<file path="config.mk">
export PLATFORM = sky130hd
export DESIGN_NAME = sbalc_top
export DESIGN_NICKNAME = d
export VERILOG_FILES = /design/src/sbalc_pkg.sv /design/src/sbalc_top.sv
export SDC_FILE = /design/constraint.sdc
export NUM_CORES = 1
export LEC_CHECK = 0
export BUFFER_PORTS_ARGS = -buffer_cell sky130_fd_sc_hd__buf_2
export CAP_MARGIN = 20
export CORE_MARGIN = 2
export CORE_UTILIZATION = 30
export DETAILED_ROUTE_END_ITERATION = 6
export GPL_ROUTABILITY_DRIVEN = 0
export PLACE_DENSITY = 0.54
export RECOVER_POWER = 50
export SLEW_MARGIN = 20
export SYNTH_ARGS = -nofsm -noshare
export SYNTH_HDL_FRONTEND = slang
export SYNTH_SLANG_ARGS = --single-unit
</file>
<file path="constraint.sdc">
create_clock -name clock_in -period 3.4 [get_ports clock_in]
set_clock_uncertainty 0.15 [all_clocks]
set_input_delay 0.17 -clock clock_in [delete_from_list [all_inputs] [get_ports clock_in]]
set_output_delay 0.17 -clock clock_in [all_outputs]
set_load 0.05 [all_outputs]
</file>
<file path="src/sbalc_pkg.sv">
/*
 Constants for the serial bus access and line coding block.
 Assumes one 20 MHz system clock and an APB register port.
*/
package sbalc_pkg;
	localparam logic [7:0] ADDR_CFG = 8'h00;
	localparam logic [7:0] ADDR_DIV = 8'h04;
	localparam logic [7:0] ADDR_STAT = 8'h08;
	localparam int CFG_MODE = 0;
	localparam int CFG_CODE = 2;
	localparam int CFG_BUS = 5;
	localparam int CFG_TS = 6;
	localparam int CFG_INV = 8;
	localparam int CFG_RTSB = 9;
	localparam int CFG_CLKM = 10;
	localparam int CFG_SYNCEN = 13;
	localparam int CFG_W = 14;
	localparam logic [13:0] CFG_RST = 14'h0000;
	localparam logic [15:0] DIV_RST = 16'h0004;
	localparam logic [1:0] MODE_HDLC = 2'h0;
	localparam logic [1:0] MODE_BISYNC = 2'h1;
	localparam logic [2:0] CODE_NRZ = 3'h0;
	localparam logic [2:0] CODE_NRZI = 3'h1;
	localparam logic [2:0] CODE_FM0 = 3'h2;
	localparam logic [2:0] CODE_FM1 = 3'h3;
	localparam logic [2:0] CODE_MAN = 3'h4;
	localparam logic [1:0] TS_MODE1 = 2'h1;
	localparam logic [1:0] TS_MODE2 = 2'h3;
	localparam logic [3:0] IDLE_ONES = 4'h8;
	localparam logic [3:0] LOW_ONES = 4'hA;
	typedef enum logic [1:0] {
		ST_IDLE = 2'b01,
		ST_SEND = 2'b10
	} sbalc_state_t;
endpackage : sbalc_pkg

</file>
<file path="src/sbalc_top.sv">
/*
 Serial bus access, collision handling and line coding for one channel.
 Assumes a bit source that holds the current bit while tx_req_in is high,
 and a wired-OR bus returned on collision_sense_in.
*/
// Decided for this implementation: the APB interface to the registers and the register addresses.
`timescale 1ns/1ps
`default_nettype none
module sbalc_top (
	// Clock and reset
	input wire logic clock_in,
	input wire logic rst_n_in,
	// APB
	input wire logic [7:0] paddr_in,
	input wire logic psel_in,
	input wire logic penable_in,
	input wire logic pwrite_in,
	input wire logic [31:0] pwdata_in,
	output logic [31:0] prdata_out,
	output logic pready_out,
	output logic pslverr_out,
	// Bit source from the transmit queue
	input wire logic tx_req_in,
	input wire logic tx_bit_in,
	input wire logic tx_last_in,
	input wire logic frame_start_held_in,
	output logic tx_take_out,
	output logic tx_retry_out,
	output logic queue_reset_out,
	output logic message_repeat_irq_out,
	// Line pins
	input wire logic collision_sense_in,
	input wire logic rx_line_in,
	output logic txd_out,
	output logic txd_oe_n_out,
	output logic rts_n_out,
	// Receive side
	output logic rx_bit_out,
	output logic rx_valid_out,
	output logic dpll_sync_out,
	output logic dpll_irq_out
);
	////////////////////////////////////////////////////////////////////
	// Line coding functions
	function automatic logic enc_first(input logic [2:0] code,
		input logic b, input logic prev, input logic inv);
		if (code == sbalc_pkg::CODE_NRZ) begin
			enc_first = b ^ inv;
		end else if (code == sbalc_pkg::CODE_NRZI) begin
			enc_first = b ? prev : ~prev;
		end else if (code == sbalc_pkg::CODE_MAN) begin
			enc_first = b;
		end else begin
			enc_first = ~prev;
		end
	endfunction : enc_first
	function automatic logic enc_second(input logic [2:0] code,
		input logic b, input logic cur);
		if (code == sbalc_pkg::CODE_FM0) begin
			enc_second = b ? cur : ~cur;
		end else if (code == sbalc_pkg::CODE_FM1) begin
			enc_second = b ? ~cur : cur;
		end else if (code == sbalc_pkg::CODE_MAN) begin
			enc_second = ~cur;
		end else begin
			enc_second = cur;
		end
	endfunction : enc_second
	////////////////////////////////////////////////////////////////////
	// Registers and fields
	logic [13:0] cfg;
	logic [15:0] div;
	logic [1:0] mode;
	logic [2:0] code;
	logic [1:0] ts;
	logic [2:0] clkm;
	logic bus_en, inv, rts_bus, sync_en, biphase;
	assign mode = cfg[sbalc_pkg::CFG_MODE +: 2];
	assign code = cfg[sbalc_pkg::CFG_CODE +: 3];
	assign bus_en = cfg[sbalc_pkg::CFG_BUS];
	assign ts = cfg[sbalc_pkg::CFG_TS +: 2];
	assign inv = cfg[sbalc_pkg::CFG_INV];
	assign rts_bus = cfg[sbalc_pkg::CFG_RTSB];
	assign clkm = cfg[sbalc_pkg::CFG_CLKM +: 3];
	assign sync_en = cfg[sbalc_pkg::CFG_SYNCEN];
	assign biphase = (code == sbalc_pkg::CODE_FM0) ||
		(code == sbalc_pkg::CODE_FM1) || (code == sbalc_pkg::CODE_MAN);
	sbalc_pkg::sbalc_state_t state;
	logic [3:0] ones_cnt;
	logic prio_low, done_ok, pending, ok_bit, cur_bit, cur_last;
	logic cxd_meta, cxd_s, rxd_meta, rxd_s;
	logic [15:0] div_cnt;
	logic half, tick, rise_tick, fall_tick, drive_tick;
	logic start_ok, collide, h1, rx_prev, next_sync;
	logic apb_wr;
	////////////////////////////////////////////////////////////////////
	// APB slave, answers in the first access cycle
	assign apb_wr = psel_in && penable_in && pready_out && pwrite_in;
	always_ff @(posedge clock_in or negedge rst_n_in) begin
		if (!rst_n_in) begin
			pready_out <= 1'b0;
			prdata_out <= 32'h0000_0000;
			pslverr_out <= 1'b0;
		end else begin
			pready_out <= psel_in && !penable_in;
			pslverr_out <= 1'b0;
			prdata_out <= 32'h0000_0000;
			if (psel_in && !penable_in) begin
				if (paddr_in == sbalc_pkg::ADDR_CFG) begin
					prdata_out <= {18'h0_0000, cfg};
				end else if (paddr_in == sbalc_pkg::ADDR_DIV) begin
					prdata_out <= {16'h0000, div};
				end else if (paddr_in == sbalc_pkg::ADDR_STAT) begin
					prdata_out <= {24'h00_0000, ones_cnt, prio_low,
						(state == sbalc_pkg::ST_SEND), dpll_sync_out,
						(ones_cnt >= sbalc_pkg::IDLE_ONES)};
				end else begin
					pslverr_out <= 1'b1;
				end
			end
		end
	end
	always_ff @(posedge clock_in or negedge rst_n_in) begin
		if (!rst_n_in) begin
			cfg <= sbalc_pkg::CFG_RST;
			div <= sbalc_pkg::DIV_RST;
		end else if (apb_wr) begin
			if (paddr_in == sbalc_pkg::ADDR_CFG) begin
				cfg <= pwdata_in[13:0];
			end else if (paddr_in == sbalc_pkg::ADDR_DIV) begin
				div <= pwdata_in[15:0];
			end
		end
	end
	////////////////////////////////////////////////////////////////////
	// Pin synchronisers
	always_ff @(posedge clock_in or negedge rst_n_in) begin
		if (!rst_n_in) begin
			cxd_meta <= 1'b1;
			cxd_s <= 1'b1;
			rxd_meta <= 1'b1;
			rxd_s <= 1'b1;
		end else begin
			cxd_meta <= collision_sense_in;
			cxd_s <= cxd_meta;
			rxd_meta <= rx_line_in;
			rxd_s <= rxd_meta;
		end
	end
	////////////////////////////////////////////////////////////////////
	// Transmit clock as half period enables
	assign tick = (div_cnt == 16'h0000);
	assign rise_tick = tick && !half;
	assign fall_tick = tick && half;
	assign drive_tick = (bus_en && ts == sbalc_pkg::TS_MODE2) ?
		fall_tick : rise_tick;
	always_ff @(posedge clock_in or negedge rst_n_in) begin
		if (!rst_n_in) begin
			div_cnt <= 16'h0000;
			half <= 1'b0;
		end else if (tick) begin
			div_cnt <= (div > 16'h0001) ? div - 16'h0001 : 16'h0000;
			half <= !half;
		end else begin
			div_cnt <= div_cnt - 16'h0001;
		end
	end
	////////////////////////////////////////////////////////////////////
	// Bus idle detection and priority class
	assign start_ok = !bus_en || (ones_cnt >= (prio_low ?
		sbalc_pkg::LOW_ONES : sbalc_pkg::IDLE_ONES));
	always_ff @(posedge clock_in or negedge rst_n_in) begin
		if (!rst_n_in) begin
			ones_cnt <= 4'h0;
			prio_low <= 1'b0;
		end else if (done_ok && bus_en && mode == sbalc_pkg::MODE_HDLC) begin
			prio_low <= 1'b1;
			ones_cnt <= 4'h0;
		end else begin
			if (fall_tick) begin
				if (!cxd_s) begin
					ones_cnt <= 4'h0;
				end else if (ones_cnt != sbalc_pkg::LOW_ONES) begin
					ones_cnt <= ones_cnt + 4'h1;
				end
			end
			if (prio_low && ones_cnt == sbalc_pkg::LOW_ONES) begin
				prio_low <= 1'b0;
			end
		end
	end
	////////////////////////////////////////////////////////////////////
	// Transmitter with collision detection
	assign collide = fall_tick && pending && bus_en &&
		(txd_out != cxd_s);
	always_ff @(posedge clock_in or negedge rst_n_in) begin
		if (!rst_n_in) begin
			state <= sbalc_pkg::ST_IDLE;
			txd_out <= 1'b1;
			txd_oe_n_out <= 1'b1;
			cur_bit <= 1'b1;
			cur_last <= 1'b0;
			pending <= 1'b0;
			ok_bit <= 1'b0;
			done_ok <= 1'b0;
			tx_take_out <= 1'b0;
			tx_retry_out <= 1'b0;
			queue_reset_out <= 1'b0;
			message_repeat_irq_out <= 1'b0;
		end else begin
			tx_take_out <= 1'b0;
			tx_retry_out <= 1'b0;
			queue_reset_out <= 1'b0;
			message_repeat_irq_out <= 1'b0;
			done_ok <= 1'b0;
			case (state)
				sbalc_pkg::ST_IDLE: begin
					ok_bit <= 1'b0;
					pending <= 1'b0;
					if (drive_tick && tx_req_in && start_ok) begin
						state <= sbalc_pkg::ST_SEND;
						cur_bit <= tx_bit_in;
						cur_last <= tx_last_in;
						tx_take_out <= 1'b1;
						pending <= 1'b1;
						txd_out <= enc_first(code, tx_bit_in, txd_out, inv);
						txd_oe_n_out <= enc_first(code, tx_bit_in, txd_out, inv);
					end else if (drive_tick) begin
						txd_out <= 1'b1;
						txd_oe_n_out <= 1'b1;
					end
				end
				sbalc_pkg::ST_SEND: begin
					if (collide) begin
						state <= sbalc_pkg::ST_IDLE;
						txd_out <= 1'b1;
						txd_oe_n_out <= 1'b1;
						pending <= 1'b0;
						ok_bit <= 1'b0;
						if (mode == sbalc_pkg::MODE_HDLC) begin
							tx_retry_out <= frame_start_held_in;
							message_repeat_irq_out <= !frame_start_held_in;
						end else if (mode == sbalc_pkg::MODE_BISYNC) begin
							queue_reset_out <= 1'b1;
							message_repeat_irq_out <= 1'b1;
						end
					end else begin
						if (fall_tick && pending) begin
							pending <= 1'b0;
							ok_bit <= 1'b1;
						end
						if (drive_tick && (cur_last || !tx_req_in)) begin
							state <= sbalc_pkg::ST_IDLE;
							done_ok <= cur_last;
							txd_out <= 1'b1;
							txd_oe_n_out <= 1'b1;
						end else if (drive_tick) begin
							cur_bit <= tx_bit_in;
							cur_last <= tx_last_in;
							tx_take_out <= 1'b1;
							pending <= 1'b1;
							txd_out <= enc_first(code, tx_bit_in, txd_out, inv);
							txd_oe_n_out <= enc_first(code, tx_bit_in, txd_out,
								inv);
						end else if (fall_tick && biphase) begin
							txd_out <= enc_second(code, cur_bit, txd_out);
							txd_oe_n_out <= enc_second(code, cur_bit, txd_out);
						end
					end
				end
				default: begin
					state <= sbalc_pkg::ST_IDLE;
				end
			endcase
		end
	end
	////////////////////////////////////////////////////////////////////
	// Request to send
	always_ff @(posedge clock_in or negedge rst_n_in) begin
		if (!rst_n_in) begin
			rts_n_out <= 1'b1;
		end else if (!(bus_en && rts_bus && (clkm == 3'h0 ||
			clkm == 3'h1 || clkm == 3'h4))) begin
			rts_n_out <= (state != sbalc_pkg::ST_SEND);
		end else if (drive_tick) begin
			rts_n_out <= !(state == sbalc_pkg::ST_SEND && (ok_bit ||
				(fall_tick && pending && !collide)));
		end
	end
	////////////////////////////////////////////////////////////////////
	// Receive decoding and bi-phase sync supervision
	always_comb begin
		if (code == sbalc_pkg::CODE_MAN) begin
			next_sync = (h1 != rxd_s);
		end else begin
			next_sync = (h1 != rx_prev);
		end
	end
	always_ff @(posedge clock_in or negedge rst_n_in) begin
		if (!rst_n_in) begin
			h1 <= 1'b1;
			rx_prev <= 1'b1;
			rx_bit_out <= 1'b1;
			rx_valid_out <= 1'b0;
			dpll_sync_out <= 1'b0;
			dpll_irq_out <= 1'b0;
		end else begin
			rx_valid_out <= 1'b0;
			dpll_irq_out <= 1'b0;
			if (!biphase) begin
				dpll_sync_out <= 1'b0;
			end
			if (fall_tick) begin
				h1 <= rxd_s;
			end
			if (fall_tick && !biphase) begin
				rx_valid_out <= 1'b1;
				rx_prev <= rxd_s;
				if (code == sbalc_pkg::CODE_NRZI) begin
					rx_bit_out <= (rxd_s == rx_prev);
				end else begin
					rx_bit_out <= rxd_s ^ inv;
				end
			end
			if (rise_tick && biphase) begin
				rx_valid_out <= 1'b1;
				rx_prev <= rxd_s;
				if (code == sbalc_pkg::CODE_FM0) begin
					rx_bit_out <= (h1 == rxd_s);
				end else if (code == sbalc_pkg::CODE_FM1) begin
					rx_bit_out <= (h1 != rxd_s);
				end else begin
					rx_bit_out <= h1;
				end
				dpll_sync_out <= next_sync;
				dpll_irq_out <= sync_en && (next_sync != dpll_sync_out);
			end
		end
	end
endmodule : sbalc_top
`default_nettype wire

</file>
==> summary.md, run 1 <==
| Metric | Value |
|---|---|
| Status | completed |
| First-pass GRT wire length | between 15,000 and 20,000 um |
| Met2 wire length | approximately 6100 um |
| Placed cells | between 700 and 800 |
| Top FF cell, synth | dfrtp_1 |
| Worst path max stage delay | roughly 0.58 ns |
| Worst Setup Start Kind | flip-flop |
| Area growth, synth to finish | 19.9% |
| Fin crit share | 80.9% |
| Peak supply drop | approximately 0.34 mV |
| Number of CTS-inserted buffers | 9 |
| Setup TNS Final | 0 ns |
| PortBufs | 63 |
| Syn_area_per_cell | roughly 10 um^2 |
| Overall routing resource usage | between 10 and 15% |
| Peak Freq | 364 MHz |
| Post-route ant nets | 0 |
| Core ar. | between 0.015 and 0.02 mm^2 |
| Worst Tran Pin Value | 1.29 ns |
| Clock buffer depth | 2 |
| Critical path arrival | around 2.9 ns |
| Rel. slew slack | between 10% and 20% |
| Root buffer cell | clkbuf_16 |
| Critical path fanouts, max | 20 |
| Die H | 130 um |
| Clock latency on the worst-skew pair | 0.35 ns |
| Post_cts resized | 0 |
| Syn Inst Count | approximately 460 |
| Hold Vio Cnt, Final | 0 |
| Num rows | 46 |
| Critical path buffers and inverters | 1 |
| Netlist cell types | 62 |
| Drt initial violations | 188 |
| Required @ worst endpoint | 3.52 ns |
| CP Class | flip-flop to flip-flop |
| Post-synth EDFFs | 0 |
| Via count | approximately 3,700 |
| I/O pin total | 96 |
| Vias in the first global route | ~3,600 |
| Minimum clock period | between 2 and 3 ns |
| DR DRC count | 0 |
| # Post-CTS Setup Buffers | 0 |
| Die Area | approximately 0.017 mm^2 |
| Yosys reg bits | between 90 and 100 |
| Post-synth ARST share | 100% |
| CTS Sinks | 93 |
| Nets | about 610 |
| Share of layout cells above drive strength 1 | between 20% and 30% |
| Critical path's top delay family | simple AND/OR/NAND/NOR gates |
| Crit. End Element | flip-flop |
| Synth Cell Area | 0.00479 mm^2 |
| Ant. Diodes | 0 |
| PD cells | between 500 and 600 mW/mm^2 |
| MaxCap Viol Count | 0 |
| Met1 Wirelength | slightly above 5000 um |
| Final setup fails | 0 |
| Routed vias/inst | 4.84 |
| Pwr Total | 3.10 mW |
| CTS clk-pin slew, worst paths | 0.07 ns |
| Final Non-Filler Cells | 764 |
| Pin count of the biggest net entering global routing | just under 50 |
| Final Max Tran Viols | 0 |
| Leak Pwr | roughly 2.6 nW |
| Top Metal Used | met4 |
| Initial antenna violation count | 0 |
| CTS H-tree depth | 3 |
| Sequential share of the synthesized area | about half |
| Critical path cell sequence | or4_4, nor3b_4, and2_1, buf_4, o31ai_1, a221o_1, a22o_1 |
| Drt first pass iters | 4 |
| HP Class | primary input to flip-flop |
| RSZ-0062 raised after global routing | no |
| Met3 WL | between 400 and 500 um |
| DR WL/cell | between 15 and 20 um |
| Residual overflow from global routing | 0 |
| Final wirelength | ~12,000 um |
| Post-DP HPWL | a little under 9000 um |
| Initial Utilization | a little under a third |
| CTS tree | built |
| Hold-fix buffers, CTS | 23 |
| CP max stage cell | or4_4 |
| Synth warnings | 0 |
| Overall die width | around 130 um |
==> cell families (layout without fill, tap and decap cells) <==
kind of cell | Yosys count | after routing | synth area share, %
compound gates | 87 | 87 | 11.7
xor+xnor | 38 | 38 | 6.94
fa+ha+maj | 10 | 10 | 2.61
buf+inv | 58 | 132 | 6.08
flops | 93 | 93 | 48.9
mux | 37 | 37 | 8.59
other cells | 1 | 16 | 0.0782
simple gates | 135 | 135 | 15.2
==> report_power, final <==
| part | switching [mW] | internal, mW | total [mW] |
|---|---|---|---|
| clock | 0.423 | 0.512 | 0.936 |
| sequential | 0.180 | 1.27 | 1.45 |
| combinational | 0.397 | 0.313 | 0.709 |
==> layout by cell type (no fill, tap or decap), types with 4 or more instances in the layout <==
master / instances
dlygate4sd3_1: 23
clkbuf_16: 9
nor2b_1: 6
inv_1: 23
o22ai_1: 16
a22oi_1: 6
nor3b_1: 4
nand2_1: 21
nor2_1: 39
or3_1: 5
buf_2: 38
conb_1: 16
mux2i_1: 4
nor4_1: 7
a21oi_1: 22
dfrtp_1: 81
mux2_2: 31
dfstp_2: 12
xor2_1: 15
nand3_1: 7
o21ai_0: 16
clkbuf_1: 29
xnor2_1: 23
ha_1: 10
nor3_1: 17
a211oi_1: 6
buf_4: 5
==> through the flow <==
step / utilization, % / setup slack (ns) / instance area (um^2) / hold WS, ns
floorplan: - / 0.967 / 4850 / -0.276
global placement: 33.6 / 0.701 / 5290 / 0.0817
detailed placement: 33.6 / 0.665 / 5290 / 0.0859
CTS: 36.7 / 0.649 / 5790 / 0.0675
global route: 36.5 / 0.348 / 5750 / 0.0949
finish: 36.5 / 0.650 / 5750 / 0.0835
==> area by class of cell <==
cell class	instances	area (um^2)
clock buffer	12	246
clock inverter	3	22.5
fill	1653	10000
inverter	23	86.3
multi-input combinational	323	2220
sequential	93	2340
tap	216	270
timing repair buffer	94	564
==> tightest hold or removal path: stages <==
cell     delay, ns
buf_2         0.17
a21oi_1       0.15
nor2_1        0.05
==> per-layer routing <==
metal / global-route usage, % / vias to the layer above
met3: 2.85 / 14
met2: 25.1 / 83
met4: 4.94 / 0
li1: - / 1759
met5: 0 / -
met1: 18.7 / 1839
==> registers in the layout, summed over array words and instances, names as in the netlist, 2 cells and up <==
| name | cells |
|---|---|
| cfg | 14 |
| div | 16 |
| div_cnt | 16 |
| ones_cnt | 4 |
| prdata_out | 16 |
| state | 2 |
==> path summary, 6_finish.rpt <==
| path | startpoint | to | slack, ns | depth (start not counted) |
|---|---|---|---|---|
| max | div_cnt[10] | txd_oe_n_out | 0.65 | 7 |
| min | paddr_in[3] | pslverr_out | 0.08 | 3 |
| max reg2reg | div_cnt[10] | txd_oe_n_out | 0.65 | 7 |
| min reg2reg | rxd_meta | rxd_s | 0.21 | 0 |
| max in group asynchronous | rst_n_in | cfg[10] | 0.86 | 3 |
| min in group asynchronous | rst_n_in | ones_cnt[0] | 0.46 | 2 |
==> synth_stat cells, types with 15 or more instances <==
master	count	area, um^2
xor2_1	15	131
mux2_2	31	349
o22ai_1	16	100
a21oi_1	22	110
dfrtp_1	81	2030
nand2_1	21	78.8
nor2_1	39	146
xnor2_1	23	201
inv_1	23	86.3
nor3_1	17	85.1
o21ai_0	16	80.1
buf_4	18	135
No activity file was read; power rests on OpenSTA's default activity.
==> inputs of run 2 (changes only) <==
--- a/config.mk
+++ b/config.mk
@@ -11,7 +11,7 @@
 export CORE_UTILIZATION = 30
 export DETAILED_ROUTE_END_ITERATION = 6
 export GPL_ROUTABILITY_DRIVEN = 0
-export PLACE_DENSITY = 0.54
+export PLACE_DENSITY = 0.55
 export RECOVER_POWER = 50
 export SLEW_MARGIN = 20
 export SYNTH_ARGS = -nofsm -noshare
==> constraint.sdc (replaced) <==
create_clock -name clock_in -period 2.4 [get_ports clock_in]
set_clock_uncertainty 0.15 [all_clocks]
set_input_delay 0.12 -clock clock_in [delete_from_list [all_inputs] [get_ports clock_in]]
set_output_delay 0.12 -clock clock_in [all_outputs]
set_load 0.05 [all_outputs]
==> run 2 against run 1 <==
The run now ends with negative setup slack left; design area increased by 7.4%; die area unchanged; first-iteration DRC count grew 8.5%; sequential power increased by 37%; critical path depth shrank 1; count of clock-buffer cells in the layout unchanged; via count increased by 3.0%; global-route usage grew 0.43 points; critical path type unchanged; critical endpoint is now cur_last; largest cell class unchanged; highest routed layer unchanged.
==> summary.md, run 2 (synthesis gave the netlist of run 1 again) <==
| Metric | Value |
|---|---|
| Root buffer cell | clkbuf_16 (unchanged) |
| Met1 Wirelength | 5570 um (was 5140 um) |
| Overall die width | 130 um (unchanged) |
| CTS tree | built (unchanged) |
| Dpl ws | -0.0522 ns (was 0.665 ns) |
| Layout fillers | 1,622 (was 1,653) |
| Drt initial violations | 204 (was 188) |
| DR DRC count | 0 (unchanged) |
| Overall routing resource usage | 15.1% (was 14.7%) |
| Number of CTS-inserted buffers | 9 (unchanged) |
| CP endpoint | cur_last (was txd_oe_n_out) |
| Design Area, Final | 0.00617 mm^2 (was 0.00575 mm^2) |
| Reg-to-Reg Start | div_cnt[10] (unchanged) |
| Initial antenna violation count | 0 (unchanged) |
| R2R cell count | 6 (was 7) |
| Final wirelength | 12,500 um (was 11,900 um) |
| Pin count of the biggest net entering global routing | 41 (was 49) |
| Hold Vio Cnt, Final | 0 (unchanged) |
| Met3 WL | 414 um (was 463 um) |
| Area growth, synth to finish | 28.7% (was 19.9%) |
| Crit. End Element | flip-flop (unchanged) |
| Die Area | 0.0170 mm^2 (unchanged) |
| Worst Tran Pin Value | 1.01 ns (was 1.29 ns) |
| Top Metal Used | met4 (unchanged) |
| Core ar. | 0.0158 mm^2 (unchanged) |
| Met2 wire length | 6190 um (was 6140 um) |
| Peak Freq | 412 MHz (was 364 MHz) |
| Status | finished, violations left (was completed) |
| CTS H-tree depth | 3 (unchanged) |
| CTS clk-pin slew, worst paths | 0.06 ns (was 0.07 ns) |
| Post-DP HPWL | 9280 um (was 8760 um) |
| Largest regs | div: 16 flops, div_cnt: 16 flops, prdata_out: 16 flops (unchanged) |
| DR WL/cell | 15.6 um (about the same) |
| MaxCap Viol Count | 0 (unchanged) |
| Nets | 641 (was 605) |
| Critical path arrival | 2.50 ns (was 2.87 ns) |
| Reg2reg setup slack | -0.03 ns (was 0.65 ns) |
| PortBufs | 63 (unchanged) |
| Final Max Tran Viols | 0 (unchanged) |
| Final Non-Filler Cells | 801 (was 764) |
| Critical path fanouts, max | 3 (was 20) |
| Clock buffer depth | 2 (unchanged) |
| Critical Path Start | div_cnt[10] (unchanged) |
| HP Class | primary input to flip-flop (unchanged) |
| Pwr Total | 4.85 mW (was 3.10 mW) |
| Ant. Diodes | 0 (unchanged) |
| Drt first pass iters | 4 (unchanged) |
| I/O pin total | 96 (unchanged) |
| Clock latency on the worst-skew pair | 0.34 ns (was 0.35 ns) |
| CTS Sinks | 93 (unchanged) |
| Worst r2r dst | cur_last (was txd_oe_n_out) |
| Residual overflow from global routing | 0 (unchanged) |
| Area after DPL | 0.00559 mm^2 (was 0.00529 mm^2) |
| Peak supply drop | 0.371 mV (was 0.340 mV) |
| Die H | 130 um (unchanged) |
| Post-route ant nets | 0 (unchanged) |
| Rel. slew slack | 32.7% (was 13.8%) |
| Initial Utilization | 30.4% (unchanged) |
| Share of layout cells above drive strength 1 | 27.9% (was 20.1%) |
| CP Class | flip-flop to flip-flop (unchanged) |
| Leak Pwr | 2.85 nW (was 2.56 nW) |
| Required @ worst endpoint | 2.47 ns (was 3.52 ns) |
| First-pass GRT wire length | 19,700 um (was 19,100 um) |
| PD cells | 786 mW/mm^2 (was 539 mW/mm^2) |
| Post-route worst setup slack | -0.0264 ns (was 0.650 ns) |
| Via count | 3,806 (was 3,695) |
| Most frequent cells in the layout | dfrtp_1, buf_2, buf_4 (was dfrtp_1, nor2_1, buf_2) |
| Final setup fails | 1 (was 0) |
| Violated checks | negative setup slack |
| Num rows | 46 (unchanged) |
| Most common cell after layout, fill and taps aside | dfrtp_1 (unchanged) |
| Fin crit share | 101% (was 80.9%) |
| Minimum clock period | 2.43 ns (was 2.75 ns) |
| Routed vias/inst | 4.75 (was 4.84) |
| Placed cells | 760 (was 726) |
| RSZ-0062 raised after global routing | yes (was no) |
| Vias in the first global route | 3,819 (was 3,649) |
| Worst Setup Start Kind | flip-flop (unchanged) |
## run 2: cell types whose count changed in the layout (fill, tap and decap cells not counted), sizes merged
cell / delta
clkinvlp: -3
bufinv: +2
clkbuf: -6
buf: +42
clkinv: +2
## run 2: worst min-delay path by stage
stage | start | slack [ns] | cells after the start | endpoint
finish | paddr_in[3] | 0.01 | 3 | pslverr_out
global route | paddr_in[3] | 0.05 | 3 | pslverr_out
CTS | paddr_in[3] | 0.009 | 3 | pslverr_out
detailed placement | rst_n_in | -0.009 | 1 | state[1]
global placement | rst_n_in | -0.01 | 1 | tx_take_out
floorplan | rst_n_in | -0.33 | 0 | cfg[0]
## run 2: routing by layer
| metal | up-vias | GRT usage, % |
|---|---|---|
| met5 | - | 0 |
| met4 | 0 | 5.82 |
| met3 | 16 | 2.32 |
| met2 | 73 | 25.2 |
| met1 | 1892 | 19.8 |
| li1 | 1825 | - |
## run 2: critical path, stage by stage (launching register included)
cell     delay (ns)
dfrtp_1        0.38
or4_4          0.55
nor3b_4        0.23
and3_4         0.24
nand3_2        0.09
a221o_1        0.37
mux2_4         0.31
## run 2: final cells by class
type                            count  area (um^2)  share of cell area (%)
Sequential cell                    93         2340                    37.9
Timing Repair Buffer              130          880                    14.3
Multi-Input combinational cell    323         2270                    36.7
Tap cell                          216          270                    4.38
Clock inverter                      4         70.1                    1.14
Clock buffer                       12          256                    4.16
Inverter                           23         86.3                    1.40
## run 2: where the power goes
group	switching (mW)	leakage, nW	internal, mW
Combinational	0.699	1.48	0.612
Clock	0.591	0.163	0.967
Sequential	0.175	1.20	1.81
## run 2: stage by stage
stage | hold WS, ns | setup TNS, ns | util, %
CTS | 0.00893 | -0.0402 | 39.1
detailed placement | -0.00922 | -0.150 | 35.4
floorplan | -0.326 | 0 | -
global route | 0.0468 | -0.343 | 39.1
global placement | -0.0150 | -0.00520 | 35.4
finish | 0.0120 | -0.0264 | 39.1
## run 2: timing repair
action | CTS | global route
hold endpoints to repair | 73 | 0
setup endpoints to repair | 10 | 22
setup buffers | 0 | 2
hold buffers | 23 | 0
gates resized for setup | 3 | 9
